File: src/sd_host_map.svh
`ifndef SD_HOST_MAP_SVH
`define SD_HOST_MAP_SVH
// Register offsets (byte addresses)
`define SYSCTL_OFS     8'h00
`define PRESENT_OFS    8'h04
`define IRQ_STATUS_REG_OFS    8'h08
`define IRQ_STATUS_ENABLE_REG_OFS  8'h0c
`define IRQ_SIGNAL_ENABLE_REG_OFS   8'h10
`define PROTOCOL_OFS   8'h14
`define XFER_OFS       8'h18
// Field positions
`define CLKEN_BIT      3
`define RSTALL_BIT     0
`define HOLD_BIT       1
`define DIVLO_BIT      8
`define STABLE_BIT     3
`define CDET_BIT       0
`define DAT1_BIT       1
`define BUSY_BIT       2
`define TC_BIT         1
`define DMA_BIT        3
`define CIRQ_BIT       8
`define DAT3_DETECT_SELECT_BIT       3
// Reset values
`define SYSCTL_RST     32'h0000_0000
`define PROTOCOL_RST   32'h0000_0008
// Timing
`define STABLE_NS      500
`define CLK_NS         50
`define STABLE_CYC     ((`STABLE_NS + `CLK_NS - 1) / `CLK_NS)
`endif

File: src/sd_host_pkg.sv
package sd_host_pkg;
	typedef struct packed {
		logic [7:0]  addr;
		logic [31:0] wdata;
		logic        wr;
		logic        rd;
	} bus_req_t;
	typedef enum logic [2:0] {
		XF_IDLE = 3'b001,
		XF_RUN  = 3'b010,
		XF_DONE = 3'b100
	} xfer_state_t;
	typedef enum logic [1:0] {
		DESC_NOP   = 2'b00,
		DESC_RSV   = 2'b01,
		DESC_TRANS = 2'b10,
		DESC_LINK  = 2'b11
	} desc_kind_t;
endpackage

File: src/sd_host_control.sv
// Function
// - Card clock output stops while card clock enable is clear, runs when set.
// - Present state reports internal card clock stable after reset or divider change.
// - Reset-all abandons any command or data operation in progress.
// - No command issued and no data moved while card clock disabled.
// - High card detect level means card inserted.
// - DMA engine knows TRANS, LINK, NOP descriptors; End bit marks last.
// - System clock hold on disables auto-gating; clearing it re-enables gating.
// - DMA read completion sets DMA and transfer-complete flags; DMA flag clearable.
// - DAT1 low is card interrupt; flag sets when both enables are set.
// - Card interrupt flag clears by writing one.
// - Clearing DAT3 detect select forces inverted DAT1 low; re-setting catches edge.
//
// The register addresses and the address-and-strobe port are this design's own decisions.
`timescale 1ns/1ns
`default_nettype none
`include "sd_host_map.svh"
module sd_host_control #(
	parameter int DIV_W = 8
) (
	// Clock and reset
	input  wire logic                 mclk,
	input  wire logic                 rst_n,
	// Register port
	input  wire sd_host_pkg::bus_req_t busReq,
	output logic [31:0]               rdData,
	// Card pins
	input  wire logic                 cardDetect,
	input  wire logic                 dat1In,
	output logic                      cardClk,
	output logic                      cmdStart,
	// DMA engine side
	input  wire logic                 descValid,
	input  wire logic [1:0]           descKind,
	input  wire logic                 descEnd,
	input  wire logic                 dataReadDone,
	output logic                      dmaStep,
	// System clock gating
	output logic                      sysClkGateEn
);
	import sd_host_pkg::*;

	// Register storage
	logic [31:0]      sysctl_ff;
	logic [31:0]      statEn_ff;
	logic [31:0]      sigEn_ff;
	logic [31:0]      protocol_ff;
	logic             tcFlag_ff;
	logic             dmaFlag_ff;
	logic             cardIrq_ff;
	logic [DIV_W-1:0] divCnt_ff;
	logic             clkInt_ff;
	logic             cardClk_ff;
	logic [7:0]       stableCnt_ff;
	logic [31:0]      rdData_ff;
	logic             cdS1_ff, cdS2_ff;
	logic             d1S1_ff, d1S2_ff;
	logic             invDat1_ff;
	logic             irqOn_ff;
	xfer_state_t      xfer_ff;

	// Address decode
	wire wrSys   = busReq.wr && busReq.addr == `SYSCTL_OFS;
	wire wrStat  = busReq.wr && busReq.addr == `IRQ_STATUS_REG_OFS;
	wire wrStEn  = busReq.wr && busReq.addr == `IRQ_STATUS_ENABLE_REG_OFS;
	wire wrSgEn  = busReq.wr && busReq.addr == `IRQ_SIGNAL_ENABLE_REG_OFS;
	wire wrProt  = busReq.wr && busReq.addr == `PROTOCOL_OFS;
	wire wrXfer  = busReq.wr && busReq.addr == `XFER_OFS;
	wire resetAll = wrSys && busReq.wdata[`RSTALL_BIT];
	wire divChange = wrSys && busReq.wdata[`DIVLO_BIT+DIV_W-1:`DIVLO_BIT]
		!= sysctl_ff[`DIVLO_BIT+DIV_W-1:`DIVLO_BIT];

	// Clock and enable state
	wire cardClkEn  = sysctl_ff[`CLKEN_BIT];
	wire holdOn     = sysctl_ff[`HOLD_BIT];
	wire [DIV_W-1:0] divVal = sysctl_ff[`DIVLO_BIT+DIV_W-1:`DIVLO_BIT];
	wire clkStable  = stableCnt_ff == 8'h00;
	wire cardInserted = cdS2_ff;
	wire cirqEnabled = statEn_ff[`CIRQ_BIT] && sigEn_ff[`CIRQ_BIT];
	wire dat3_detect_select       = protocol_ff[`DAT3_DETECT_SELECT_BIT];
	wire nxt_invDat1 = dat3_detect_select & ~d1S2_ff;
	wire invRise    = nxt_invDat1 & ~invDat1_ff;
	wire enRise     = cirqEnabled & ~irqOn_ff;
	wire cardIrqSet = cirqEnabled && (invRise || (enRise && !d1S2_ff));
	wire canTransfer = cardClkEn && clkStable;
	wire descLast   = descValid && descEnd;
	wire descKnown  = descKind == DESC_TRANS || descKind == DESC_LINK || descKind == DESC_NOP;
	wire dmaDone    = xfer_ff == XF_RUN && dataReadDone;

	// Outputs
	assign cardClk      = cardClk_ff;
	assign rdData       = rdData_ff;
	assign cmdStart     = xfer_ff == XF_IDLE && wrXfer && canTransfer;
	assign dmaStep      = xfer_ff == XF_RUN && descValid && descKnown && canTransfer;
	assign sysClkGateEn = ~holdOn;

	// Read mux
	wire [31:0] presentVal = {28'h0, xfer_ff == XF_RUN, d1S2_ff, clkStable, cardInserted} << 0;
	wire [31:0] statVal = ({31'h0, tcFlag_ff} << `TC_BIT) | ({31'h0, dmaFlag_ff} << `DMA_BIT)
		| ({31'h0, cardIrq_ff} << `CIRQ_BIT);
	wire [31:0] presentFix = {presentVal[31:4], clkStable, presentVal[2], d1S2_ff, cardInserted};
	logic [31:0] rdMux;
	always_comb
	begin
		rdMux = 32'h0;
		case (busReq.addr)
			`SYSCTL_OFS:    rdMux = sysctl_ff;
			`PRESENT_OFS:   rdMux = {presentFix[31:3], xfer_ff == XF_RUN, presentFix[1:0]}
				| ({31'h0, clkStable} << `STABLE_BIT);
			`IRQ_STATUS_REG_OFS:   rdMux = statVal;
			`IRQ_STATUS_ENABLE_REG_OFS: rdMux = statEn_ff;
			`IRQ_SIGNAL_ENABLE_REG_OFS:  rdMux = sigEn_ff;
			`PROTOCOL_OFS:  rdMux = protocol_ff;
			default:        rdMux = 32'h0;
		endcase
	end

	// Pin synchronisers
	always_ff @(posedge mclk or negedge rst_n)
	begin
		if (!rst_n)
		begin
			cdS1_ff <= 1'b0;
			cdS2_ff <= 1'b0;
			d1S1_ff <= 1'b1;
			d1S2_ff <= 1'b1;
		end
		else
		begin
			cdS1_ff <= cardDetect;
			cdS2_ff <= cdS1_ff;
			d1S1_ff <= dat1In;
			d1S2_ff <= d1S1_ff;
		end
	end

	// Control registers
	always_ff @(posedge mclk or negedge rst_n)
	begin
		if (!rst_n)
		begin
			sysctl_ff   <= `SYSCTL_RST;
			statEn_ff   <= 32'h0;
			sigEn_ff    <= 32'h0;
			protocol_ff <= `PROTOCOL_RST;
			rdData_ff   <= 32'h0;
		end
		else
		begin
			if (wrSys)
				sysctl_ff <= busReq.wdata & ~(32'h1 << `RSTALL_BIT);
			if (wrStEn)
				statEn_ff <= busReq.wdata;
			if (wrSgEn)
				sigEn_ff <= busReq.wdata;
			if (wrProt)
				protocol_ff <= busReq.wdata;
			rdData_ff <= busReq.rd ? rdMux : 32'h0;
		end
	end

	// Card clock divider and stability counter
	always_ff @(posedge mclk or negedge rst_n)
	begin
		if (!rst_n)
		begin
			divCnt_ff    <= '0;
			clkInt_ff    <= 1'b0;
			cardClk_ff   <= 1'b0;
			stableCnt_ff <= 8'(`STABLE_CYC);
		end
		else
		begin
			if (resetAll || divChange)
				stableCnt_ff <= 8'(`STABLE_CYC);
			else if (stableCnt_ff != 8'h00)
				stableCnt_ff <= stableCnt_ff - 8'h01;
			if (divCnt_ff >= divVal)
			begin
				divCnt_ff <= '0;
				clkInt_ff <= ~clkInt_ff;
			end
			else
				divCnt_ff <= divCnt_ff + 1'b1;
			cardClk_ff <= cardClkEn ? clkInt_ff : 1'b0;
		end
	end

	// Transfer sequencer
	always_ff @(posedge mclk or negedge rst_n)
	begin
		if (!rst_n)
			xfer_ff <= XF_IDLE;
		else if (resetAll)
			xfer_ff <= XF_IDLE;
		else
			case (xfer_ff)
				XF_IDLE: if (cmdStart) xfer_ff <= XF_RUN;
				XF_RUN:  if (dmaDone || (dmaStep && descLast)) xfer_ff <= XF_DONE;
				XF_DONE: xfer_ff <= XF_IDLE;
				default: xfer_ff <= XF_IDLE;
			endcase
	end

	// Interrupt status flags, set beats clear
	always_ff @(posedge mclk or negedge rst_n)
	begin
		if (!rst_n)
		begin
			tcFlag_ff  <= 1'b0;
			dmaFlag_ff <= 1'b0;
			cardIrq_ff <= 1'b0;
			invDat1_ff <= 1'b0;
			irqOn_ff   <= 1'b0;
		end
		else
		begin
			invDat1_ff <= nxt_invDat1;
			irqOn_ff   <= cirqEnabled;
			if (xfer_ff == XF_DONE)
				tcFlag_ff <= 1'b1;
			else if (wrStat && busReq.wdata[`TC_BIT])
				tcFlag_ff <= 1'b0;
			if (xfer_ff == XF_DONE)
				dmaFlag_ff <= 1'b1;
			else if (wrStat && busReq.wdata[`DMA_BIT])
				dmaFlag_ff <= 1'b0;
			if (cardIrqSet)
				cardIrq_ff <= 1'b1;
			else if (wrStat && busReq.wdata[`CIRQ_BIT])
				cardIrq_ff <= 1'b0;
		end
	end

	// Card clock gated while enable is clear
	property p_clk_off;
		@(posedge mclk) disable iff (!rst_n)
		!cardClkEn |=> !cardClk;
	endproperty
	a_clk_off: assert property (p_clk_off) else $error("card clock runs while disabled");

	// Stability drops after divider change
	property p_stable;
		@(posedge mclk) disable iff (!rst_n)
		divChange |=> !clkStable;
	endproperty
	a_stable: assert property (p_stable) else $error("stable not cleared");

	// Reset-all returns sequencer to idle
	property p_rstall;
		@(posedge mclk) disable iff (!rst_n)
		resetAll |=> xfer_ff == XF_IDLE;
	endproperty
	a_rstall: assert property (p_rstall) else $error("operation not abandoned");

	// No command without clock
	property p_nocmd;
		@(posedge mclk) disable iff (!rst_n)
		(cmdStart || dmaStep) |-> cardClkEn;
	endproperty
	a_nocmd: assert property (p_nocmd) else $error("card activity while clock off");

	// Completion sets both flags
	property p_done;
		@(posedge mclk) disable iff (!rst_n)
		xfer_ff == XF_DONE |=> tcFlag_ff && dmaFlag_ff;
	endproperty
	a_done: assert property (p_done) else $error("completion flags missing");

	// Write one clears card interrupt
	property p_w1c;
		@(posedge mclk) disable iff (!rst_n)
		wrStat && busReq.wdata[`CIRQ_BIT] && !cardIrqSet |=> !cardIrq_ff;
	endproperty
	a_w1c: assert property (p_w1c) else $error("card flag not cleared");

	// Select cleared forces inverted level low
	property p_dat3_detect_select;
		@(posedge mclk) disable iff (!rst_n)
		!dat3_detect_select |=> !invDat1_ff;
	endproperty
	a_dat3_detect_select: assert property (p_dat3_detect_select) else $error("inverted DAT1 not forced low");

	// Enable with DAT1 already low sets flag
	property p_level;
		@(posedge mclk) disable iff (!rst_n)
		(enRise && !d1S2_ff) |=> cardIrq_ff;
	endproperty
	a_level: assert property (p_level) else $error("level interrupt missed");

	// Gating follows hold control
	property p_hold;
		@(posedge mclk) disable iff (!rst_n)
		holdOn |-> !sysClkGateEn;
	endproperty
	a_hold: assert property (p_hold) else $error("gating while hold on");

	// Gating allowed again once hold is cleared
	property p_gate;
		@(posedge mclk) disable iff (!rst_n)
		!holdOn |-> sysClkGateEn;
	endproperty
	a_gate: assert property (p_gate) else $error("gating blocked without hold");

	// Any TRANS, LINK or NOP descriptor carrying End closes the chain
	property p_last;
		@(posedge mclk) disable iff (!rst_n)
		dmaStep && descLast && !resetAll |=> xfer_ff == XF_DONE;
	endproperty
	a_last: assert property (p_last) else $error("chain not closed at end descriptor");

	// Present state read returns the synchronised detect level
	property p_present;
		@(posedge mclk) disable iff (!rst_n)
		busReq.rd && busReq.addr == `PRESENT_OFS |=> rdData[`CDET_BIT] == $past(cardInserted);
	endproperty
	a_present: assert property (p_present) else $error("detect level misreported");

	// Software clear of the DMA flag works outside completion
	property p_dmaclr;
		@(posedge mclk) disable iff (!rst_n)
		wrStat && busReq.wdata[`DMA_BIT] && xfer_ff != XF_DONE |=> !dmaFlag_ff;
	endproperty
	a_dmaclr: assert property (p_dmaclr) else $error("dma flag not cleared");

	// Rising inverted DAT1 while enabled sets the card flag
	property p_cirq;
		@(posedge mclk) disable iff (!rst_n)
		cirqEnabled && invRise |=> cardIrq_ff;
	endproperty
	a_cirq: assert property (p_cirq) else $error("card interrupt edge missed");

	// Card flag stays clear while either enable is off
	property p_cmask;
		@(posedge mclk) disable iff (!rst_n)
		!cirqEnabled && !cardIrq_ff |=> !cardIrq_ff;
	endproperty
	a_cmask: assert property (p_cmask) else $error("card flag set while masked");
endmodule // sd_host_control
`default_nettype wire

File: config.mk
export PLATFORM = sky130hd
export DESIGN_NAME = sd_host_control
export DESIGN_NICKNAME = d
export VERILOG_FILES = /design/src/sd_host_pkg.sv /design/src/sd_host_control.sv
export VERILOG_INCLUDE_DIRS = /design/src /design/src/src
export SDC_FILE = /design/constraint.sdc
export NUM_CORES = 1
export LEC_CHECK = 0
export BUFFER_PORTS_ARGS = -buffer_cell sky130_fd_sc_hd__buf_2
export CAP_MARGIN = 20
export CORE_ASPECT_RATIO = 1.75
export CORE_MARGIN = 5
export CORE_UTILIZATION = 45
export CTS_CLUSTER_SIZE = 24
export DETAILED_ROUTE_END_ITERATION = 10
export GPL_TIMING_DRIVEN = 0
export PLACE_DENSITY = 0.64
export SLEW_MARGIN = 5
export SYNTH_ARGS = -nofsm -noshare
export SYNTH_HDL_FRONTEND = slang
export SYNTH_SLANG_ARGS = --single-unit
File: constraint.sdc
create_clock -name mclk -period 3.15 [get_ports mclk]
set_clock_uncertainty 0.15 [all_clocks]
set_input_delay 0.1575 -clock mclk [delete_from_list [all_inputs] [get_ports mclk]]
set_output_delay 0.1575 -clock mclk [all_outputs]
set_load 0.005 [all_outputs]
==> impl_metrics.json, run 1 <==
{
  "outcome": "completed",
  "r2r_setup_slack_ps": 810,
  "grt_use_total": 0.190,
  "grt_max_degree": 106,
  "grt_setup_unrepaired": "false",
  "synth.most_common_cell": "sky130_fd_sc_hd__dfrtp_1",
  "seq_area_frac_synth": 0.571,
  "endpoint": "cmdStart",
  "placementRows": 65,
  "mean_cell_area_of_the_mapped_netlist_um2": 13.7,
  "final_critical_path_setup_slack_ps": 596,
  "dp_slack_ps": 665,
  "die_area_um2": 21400,
  "cts_htree_levels": 4,
  "dieWidth_um": 113,
  "synth_enable_flop_cells": 0,
  "layout.area.seq_um2": 4740,
  "port_buffers": 85,
  "stdcell_area_um2": 10000,
  "max-slew-margin-rel": 0.372,
  "fraction_of_layout_instances_using_a_drive_strength_above_1": 0.348,
  "synthAdderAreaFrac": 0.0166,
  "multi_input_comb_area_um2": 3300,
  "setup.worst_path.class": "reg -> out",
  "critPathLaunchType": "flop",
  "critical_path.startpoint": "stableCnt_ff[3]",
  "yosys.area_share.simple": 0.0600,
  "cell_leakage_power_nw": 4.94,
  "fin_crit_ps": 2550,
  "r2r_worst_path_depth": 7,
  "timing.critical_path.required_ps": 2840,
  "syn_area_um2": 8300,
  "detail_route.first_pass.iterations": 4,
  "post_drt_wl_per_cell_um": 19.4,
  "synth.cells.most_frequent": "sky130_fd_sc_hd__dfrtp_1, sky130_fd_sc_hd__mux2_2, sky130_fd_sc_hd__mux2_1, sky130_fd_sc_hd__mux2i_1, sky130_fd_sc_hd__a22oi_1",
  "synth_cell_types": 60,
  "clock_sink_count": 189,
  "yosysTopAreaCellShare": 0.552,
  "slew_viol_final": 0,
  "synth_area_in_compound_gates": 0.0993,
  "largest_fanout_of_any_net_on_the_critical_path": 7,
  "vias": 5372,
  "antenna_left": 0,
  "synth_top_family_by_area": "multiplexers",
  "design.final.nets": 814,
  "cts_resized": 0,
  "drt_iter0_markers": 277,
  "antennaDiodeCount": 0,
  "synthToLayoutAreaGrowth_pct": 20.5,
  "rr_startpoint": "stableCnt_ff[1]",
  "fp.dieH_um": 190,
  "ir_worst_vdd_uv": 335,
  "antenna_found_initial": 0,
  "synthesis.instances": 608,
  "critical_path_arrival_ps": 2250,
  "async_sr_flop_fraction": 1.00,
  "post_dp_cell_area_um2": 9060,
  "cts.path.max_buffers": 2,
  "hold-worst-slack_ps": 43.8,
  "postCtsSetupBuffers": 0,
  "synth-xor-area-share": 0.0211,
  "final_global_route_overflow_total": 0,
  "tritoncts.num_buffers": 17,
  "synth.largest_area_cell": "sky130_fd_sc_hd__dfrtp_1",
  "dp_cells": 928,
  "grt_pass1_wl_mm": 31.8,
  "routed_wl_mm": 19.4,
  "source_to_sink_clock_delay_at_the_later_pin_of_the_worst_skew_pair_ps": 420,
  "postSynth.topFlopCell": "sky130_fd_sc_hd__dfrtp_1",
  "setup_tns_ps": 0,
  "postLayoutCoreUtil": 0.551,
  "floorplan.initialDensity": 0.458,
  "gpl.final_weighted_congestion": 0.791,
  "first_global_vias": 5952,
  "num_io_pins": 87,
  "number_of_hold_slack_violations_in_the_final_timing_report": 0,
  "power_density_nw_per_um2": 528,
  "hpwlAfterDp_mm": 13.6,
  "avgViaCountPerCell": 5.38,
  "synth_seq_cells": 189,
  "fin_crit_sh": 0.811,
  "finalNonFillerCells": 999,
  "tightestPinTransition_ps": 943,
  "report.final.setup_viol": 0,
  "worst_setup_path_end_kind": "primary output",
  "min_path_type": "in -> reg",
  "maxClockFrequency_mhz": 391,
  "clock-root-buffer": "sky130_fd_sc_hd__clkbuf_16",
  "drcViolationCount": 0,
  "total_power_mw": 5.28,
  "regToRegEndpoint": "stableCnt_ff[5]",
  "design.core.area_um2": 18100,
  "number_of_max_capacitance_violations_reported": 0,
  "cts.reportedPaths.clkPinSlew_ps": 70,
  "synth_nets": 670,
  "synthMuxAreaShare": 0.200,
  "fillerInstances": 1537,
  "tritoncts": "yes",
  "synth_area_leaders": "sky130_fd_sc_hd__dfrtp_1, sky130_fd_sc_hd__mux2_2, sky130_fd_sc_hd__mux2_1",
  "synth-warning-count": 0
}
[repair_timing]
action,in CTS,in global routing
setup endpoints to repair,0,0
endpoints found under the hold margin,239,0
hold buffers,39,0
[worst max-delay path, stage by stage (launching register included)]
cell                       delay (ps)
sky130_fd_sc_hd__dfstp_2          400
sky130_fd_sc_hd__nor4_2           480
sky130_fd_sc_hd__nand3b_1         340
sky130_fd_sc_hd__nor3_1           420
sky130_fd_sc_hd__buf_2            180
[cells by family after synthesis]
family,Yosys count
AOI/OAI and AO/OA,97
xor gates and xnor gates,20
adders and majority gates,11
buffers and inverters,50
DFF,189
muxes,150
and+or+nand+nor,91
[layout by cell type (no fill, tap or decap), types with 6 or more instances in the layout]
cell                              n
sky130_fd_sc_hd__o21ai_1          9
sky130_fd_sc_hd__dfstp_2          6
sky130_fd_sc_hd__mux2i_1         29
sky130_fd_sc_hd__nand3_1          9
sky130_fd_sc_hd__dlygate4sd3_1   39
sky130_fd_sc_hd__o22ai_2         19
sky130_fd_sc_hd__mux2_1          35
sky130_fd_sc_hd__clkbuf_16       17
sky130_fd_sc_hd__xnor2_1          7
sky130_fd_sc_hd__buf_6            7
sky130_fd_sc_hd__inv_6            6
sky130_fd_sc_hd__buf_2          100
sky130_fd_sc_hd__a22oi_2          6
sky130_fd_sc_hd__o22ai_1          7
sky130_fd_sc_hd__nand2_1         21
sky130_fd_sc_hd__a21o_1           6
sky130_fd_sc_hd__dfrtp_1        183
sky130_fd_sc_hd__mux2_2          85
sky130_fd_sc_hd__ha_1            11
sky130_fd_sc_hd__nor2_1          23
sky130_fd_sc_hd__a22oi_1         26
sky130_fd_sc_hd__xor2_1          13
sky130_fd_sc_hd__inv_1           19
[sequential cells by signal (all words and copies together) (netlist names), 3 cells and up]
signal,cells
protocol_ff,32
rdData,32
sigEn_ff,32
statEn_ff,32
sysctl_ff,31
divCnt_ff,8
stableCnt_ff,8
xfer_ff,3
[power by group]
part	switching, mW	internal (mW)
clock	0.988	1.04
combinational	0.280	0.256
sequential	0.126	2.59
total	1.39	3.89
[routing by layer]
layer	vias up	share of wire	track usage
met5	-	0	0
met2	109	0.54	0.344
met1	2747	0.41	0.226
met3	22	0.031	0.0306
met4	0	0.023	0.0703
li1	2494	-	-
[worst min-delay path by stage]
| stage | from | to | cells after the start |
|---|---|---|---|
| finish | dataReadDone | xfer_ff[1] | 5 |
| global route | dataReadDone | xfer_ff[2] | 4 |
| CTS | dataReadDone | xfer_ff[1] | 5 |
| detailed placement | rst_n | protocol_ff[17] | 1 |
| global placement | dat1In | d1S1_ff | 1 |
| floorplan | rst_n | cardClk | 0 |
[layout make-up]
type / instances / share of cell area
Timing Repair Buffer: 125 / 0.0853
Clock inverter: 15 / 0.0128
Buffer: 31 / 0.0193
Inverter: 19 / 0.00713
Sequential cell: 189 / 0.474
Clock buffer: 17 / 0.0425
Multi-Input combinational cell: 369 / 0.330
Tap cell: 234 / 0.0293
Note: power is estimated with default switching activity, not from simulation.
==> run 2, diff against run 1 <==
--- a/config.mk
+++ b/config.mk
@@ -6,6 +6,7 @@
 export SDC_FILE = /design/constraint.sdc
 export NUM_CORES = 1
 export LEC_CHECK = 0
+export ABC_AREA = 1
 export BUFFER_PORTS_ARGS = -buffer_cell sky130_fd_sc_hd__buf_2
 export CAP_MARGIN = 20
 export CORE_ASPECT_RATIO = 1.75
==> constraint.sdc (replaced) <==
create_clock -name mclk -period 2.6 [get_ports mclk]
set_clock_uncertainty 0.15 [all_clocks]
set_input_delay 0.13 -clock mclk [delete_from_list [all_inputs] [get_ports mclk]]
set_output_delay 0.13 -clock mclk [all_outputs]
set_load 0.005 [all_outputs]
==> run 2 against run 1 <==
Routed wire length up 13%. Core utilization down 0.54 points. Count of clock-buffer cells in the layout up 1. Hold slack worse by 29 ps. Combinational power up 32%. Synthesized area up 3.9%. Global-route usage up 2.1 points. Sequential cell count unchanged. Sequential share of layout area down 1.8 points. Critical path type is now reg -> reg. Largest cell class unchanged. Largest power group unchanged.
==> impl_metrics.json, run 2 <==
{
  "synthToLayoutAreaGrowth_pct": 20.4,
  "first_global_vias": 6953,
  "ir_worst_vdd_uv": 371,
  "tritoncts.num_buffers": 17,
  "synth.cells.most_frequent": "sky130_fd_sc_hd__nand2_1, sky130_fd_sc_hd__dfrtp_1, sky130_fd_sc_hd__inv_1, sky130_fd_sc_hd__o21ai_1, sky130_fd_sc_hd__nor2_1",
  "yosysTopAreaCellShare": 0.531,
  "placementRows": 67,
  "final_common_cell": "sky130_fd_sc_hd__nand2_1",
  "tritoncts": "yes",
  "synth-warning-count": 0,
  "drcViolationCount": 0,
  "slew_viol_final": 0,
  "synth_seq_cells": 189,
  "routed_wl_mm": 22.0,
  "clock-root-buffer": "sky130_fd_sc_hd__clkbuf_16",
  "mean_cell_area_of_the_mapped_netlist_um2": 8.85,
  "antenna_left": 0,
  "worst_setup_path_end_kind": "flop",
  "antenna_found_initial": 0,
  "seq_area_frac_synth": 0.549,
  "tightestPinTransition_ps": 630,
  "source_to_sink_clock_delay_at_the_later_pin_of_the_worst_skew_pair_ps": 430,
  "max-slew-margin-rel": 0.580,
  "fillerInstances": 1788,
  "dieWidth_um": 115,
  "hpwlAfterDp_mm": 15.2,
  "fraction_of_layout_instances_using_a_drive_strength_above_1": 0.194,
  "cts.reportedPaths.clkPinSlew_ps": 70,
  "grt_pass1_wl_mm": 36.0,
  "synth_cell_types": 31,
  "fin_crit_ps": 2280,
  "vias": 6891,
  "min_path_type": "in -> reg",
  "synthesis.instances": 975,
  "layout.area.seq_um2": 4740,
  "critPathLaunchType": "flop",
  "synth.most_common_cell": "sky130_fd_sc_hd__nand2_1",
  "combPwrFrac": 0.107,
  "synth_enable_flop_cells": 0,
  "seq_power_share": 0.489,
  "postSynth.topFlopCell": "sky130_fd_sc_hd__dfrtp_1",
  "multi_input_comb_area_um2": 3210,
  "power_density_nw_per_um2": 639,
  "grt_use_total": 0.211,
  "avgViaCountPerCell": 5.02,
  "final_global_route_overflow_total": 0,
  "grt_setup_unrepaired": "false",
  "intPower_mw": 4.94,
  "post_dp_cell_area_um2": 9390,
  "floorplan.initialDensity": 0.453,
  "cp_slowest_stage_delay_ps": 570,
  "most-common-layout-cells": "sky130_fd_sc_hd__nand2_1, sky130_fd_sc_hd__dfrtp_1, sky130_fd_sc_hd__buf_2",
  "design.final.nets": 1182,
  "timing.critical_path.required_ps": 2770,
  "final_critical_path_setup_slack_ps": 319,
  "cell_leakage_power_nw": 5.26,
  "setup.worst_path.class": "reg -> reg",
  "number_of_max_capacitance_violations_reported": 0,
  "critical_path.cell_chain": "inv_1, nand2_1, nor2_1, nand2_2, nor2_1, nand3_1, nand2_1, dlygate4sd3_1, nand2_1",
  "number_of_hold_slack_violations_in_the_final_timing_report": 0,
  "cts_resized": 0,
  "antennaDiodeCount": 0,
  "outcome": "completed",
  "synth.largest_area_cell": "sky130_fd_sc_hd__dfrtp_1",
  "grt_max_degree": 109,
  "port_buffers": 85,
  "drt_iter0_markers": 386,
  "stdcell_area_um2": 10400,
  "cts_htree_levels": 4,
  "die_area_um2": 22100,
  "syn_area_um2": 8630,
  "swShare": 0.255,
  "gpl.final_weighted_congestion": 0.824,
  "async_sr_flop_fraction": 1.00,
  "power.share.clock": 0.404,
  "switchingPower_mw": 1.69,
  "synth_area_leaders": "sky130_fd_sc_hd__dfrtp_1, sky130_fd_sc_hd__nand2_1, sky130_fd_sc_hd__o21ai_1",
  "report.final.setup_viol": 0,
  "cts.path.max_buffers": 2,
  "cp_slowest_cell": "sky130_fd_sc_hd__dlygate4sd3_1",
  "largest_fanout_of_any_net_on_the_critical_path": 8,
  "post_drt_wl_per_cell_um": 16.0,
  "most_used_cell_along_the_critical_path": "sky130_fd_sc_hd__nand2_1",
  "synth_nets": 1037,
  "critical_path_arrival_ps": 2450,
  "dp_slack_ps": 648,
  "detail_route.first_pass.iterations": 5,
  "fp.dieH_um": 193,
  "fin_crit_sh": 0.877,
  "clock_sink_count": 189,
  "maxClockFrequency_mhz": 438,
  "num_io_pins": 87,
  "design.core.area_um2": 19000
}
-- run 2: worst paths after layout --
path | start | to | slack, ps | cells after the start
max | stableCnt_ff[2] | xfer_ff[1] | 320 | 9
min reg2reg | d1S1_ff | d1S2_ff | 210 | 0
min | busReq[37] | xfer_ff[1] | 20 | 5
max in group asynchronous | rst_n | rdData[9] | 1200 | 3
max reg2reg | stableCnt_ff[2] | xfer_ff[1] | 320 | 9
min in group asynchronous | rst_n | protocol_ff[18] | 130 | 2
-- run 2: power groups by stage --
stage | clock network [mW] | registers [mW] | logic (mW)
after detailed placement | 0 | 3.30 | 0.670
after floorplan | 0 | 3.27 | 0.455
after CTS | 2.73 | 3.24 | 0.718
final | 2.68 | 3.24 | 0.708
after global placement | 0 | 3.29 | 0.651
after global routing | 2.85 | 3.27 | 0.829
-- run 2: metal layers --
| layer | up-vias | track usage | wire, um |
|---|---|---|---|
| met5 | - | 0 | 0 |
| met4 | 0 | 0.0736 | 464 |
| met3 | 24 | 0.0294 | 630 |
| met2 | 127 | 0.388 | 12100 |
| met1 | 3369 | 0.250 | 8810 |
| li1 | 3371 | - | - |
-- run 2: through the flow --
stage	TNS [ps]	hold slack, ps	instances	util	power (mW)
after floorplan	0	-316	975	-	3.73
after global placement	-352230	85.0	1301	0.491	3.95
after detailed placement	0	19.4	1302	0.493	3.97
after CTS	0	2.10	1372	0.546	6.69
after global routing	0	57.6	1372	0.546	6.94
final	0	15.2	1372	0.546	6.63
-- run 2: timing repair --
item,in CTS,in global routing
hold buffers,40,0
endpoints found under the hold margin,216,0
buffers inserted,0,0
-- run 2: area by class of cell --
type | instances | area share
clock inverter | 12 | 0.0153
clock buffer | 18 | 0.0423
sequential | 189 | 0.456
multi-input combinational | 655 | 0.309
tap | 241 | 0.0290
timing repair buffer | 126 | 0.0831
inverter | 93 | 0.0338
buffer | 38 | 0.0314
-- run 2: worst max-delay path: cells and delay by family (launching register included) --
family | cells | cell delay, ps
DFF | 1 | 380
buffers and inverters | 2 | 720
and+or+nand+nor | 7 | 920
-- run 2: kinds of logic after synthesis --
family | after synthesis | share of synthesized area
simple gates | 482 | 0.240
xor+xnor | 9 | 0.00914
fa+ha+maj | 11 | 0.0160
flops | 189 | 0.549
buf+inv | 131 | 0.0786
compound gates | 153 | 0.107
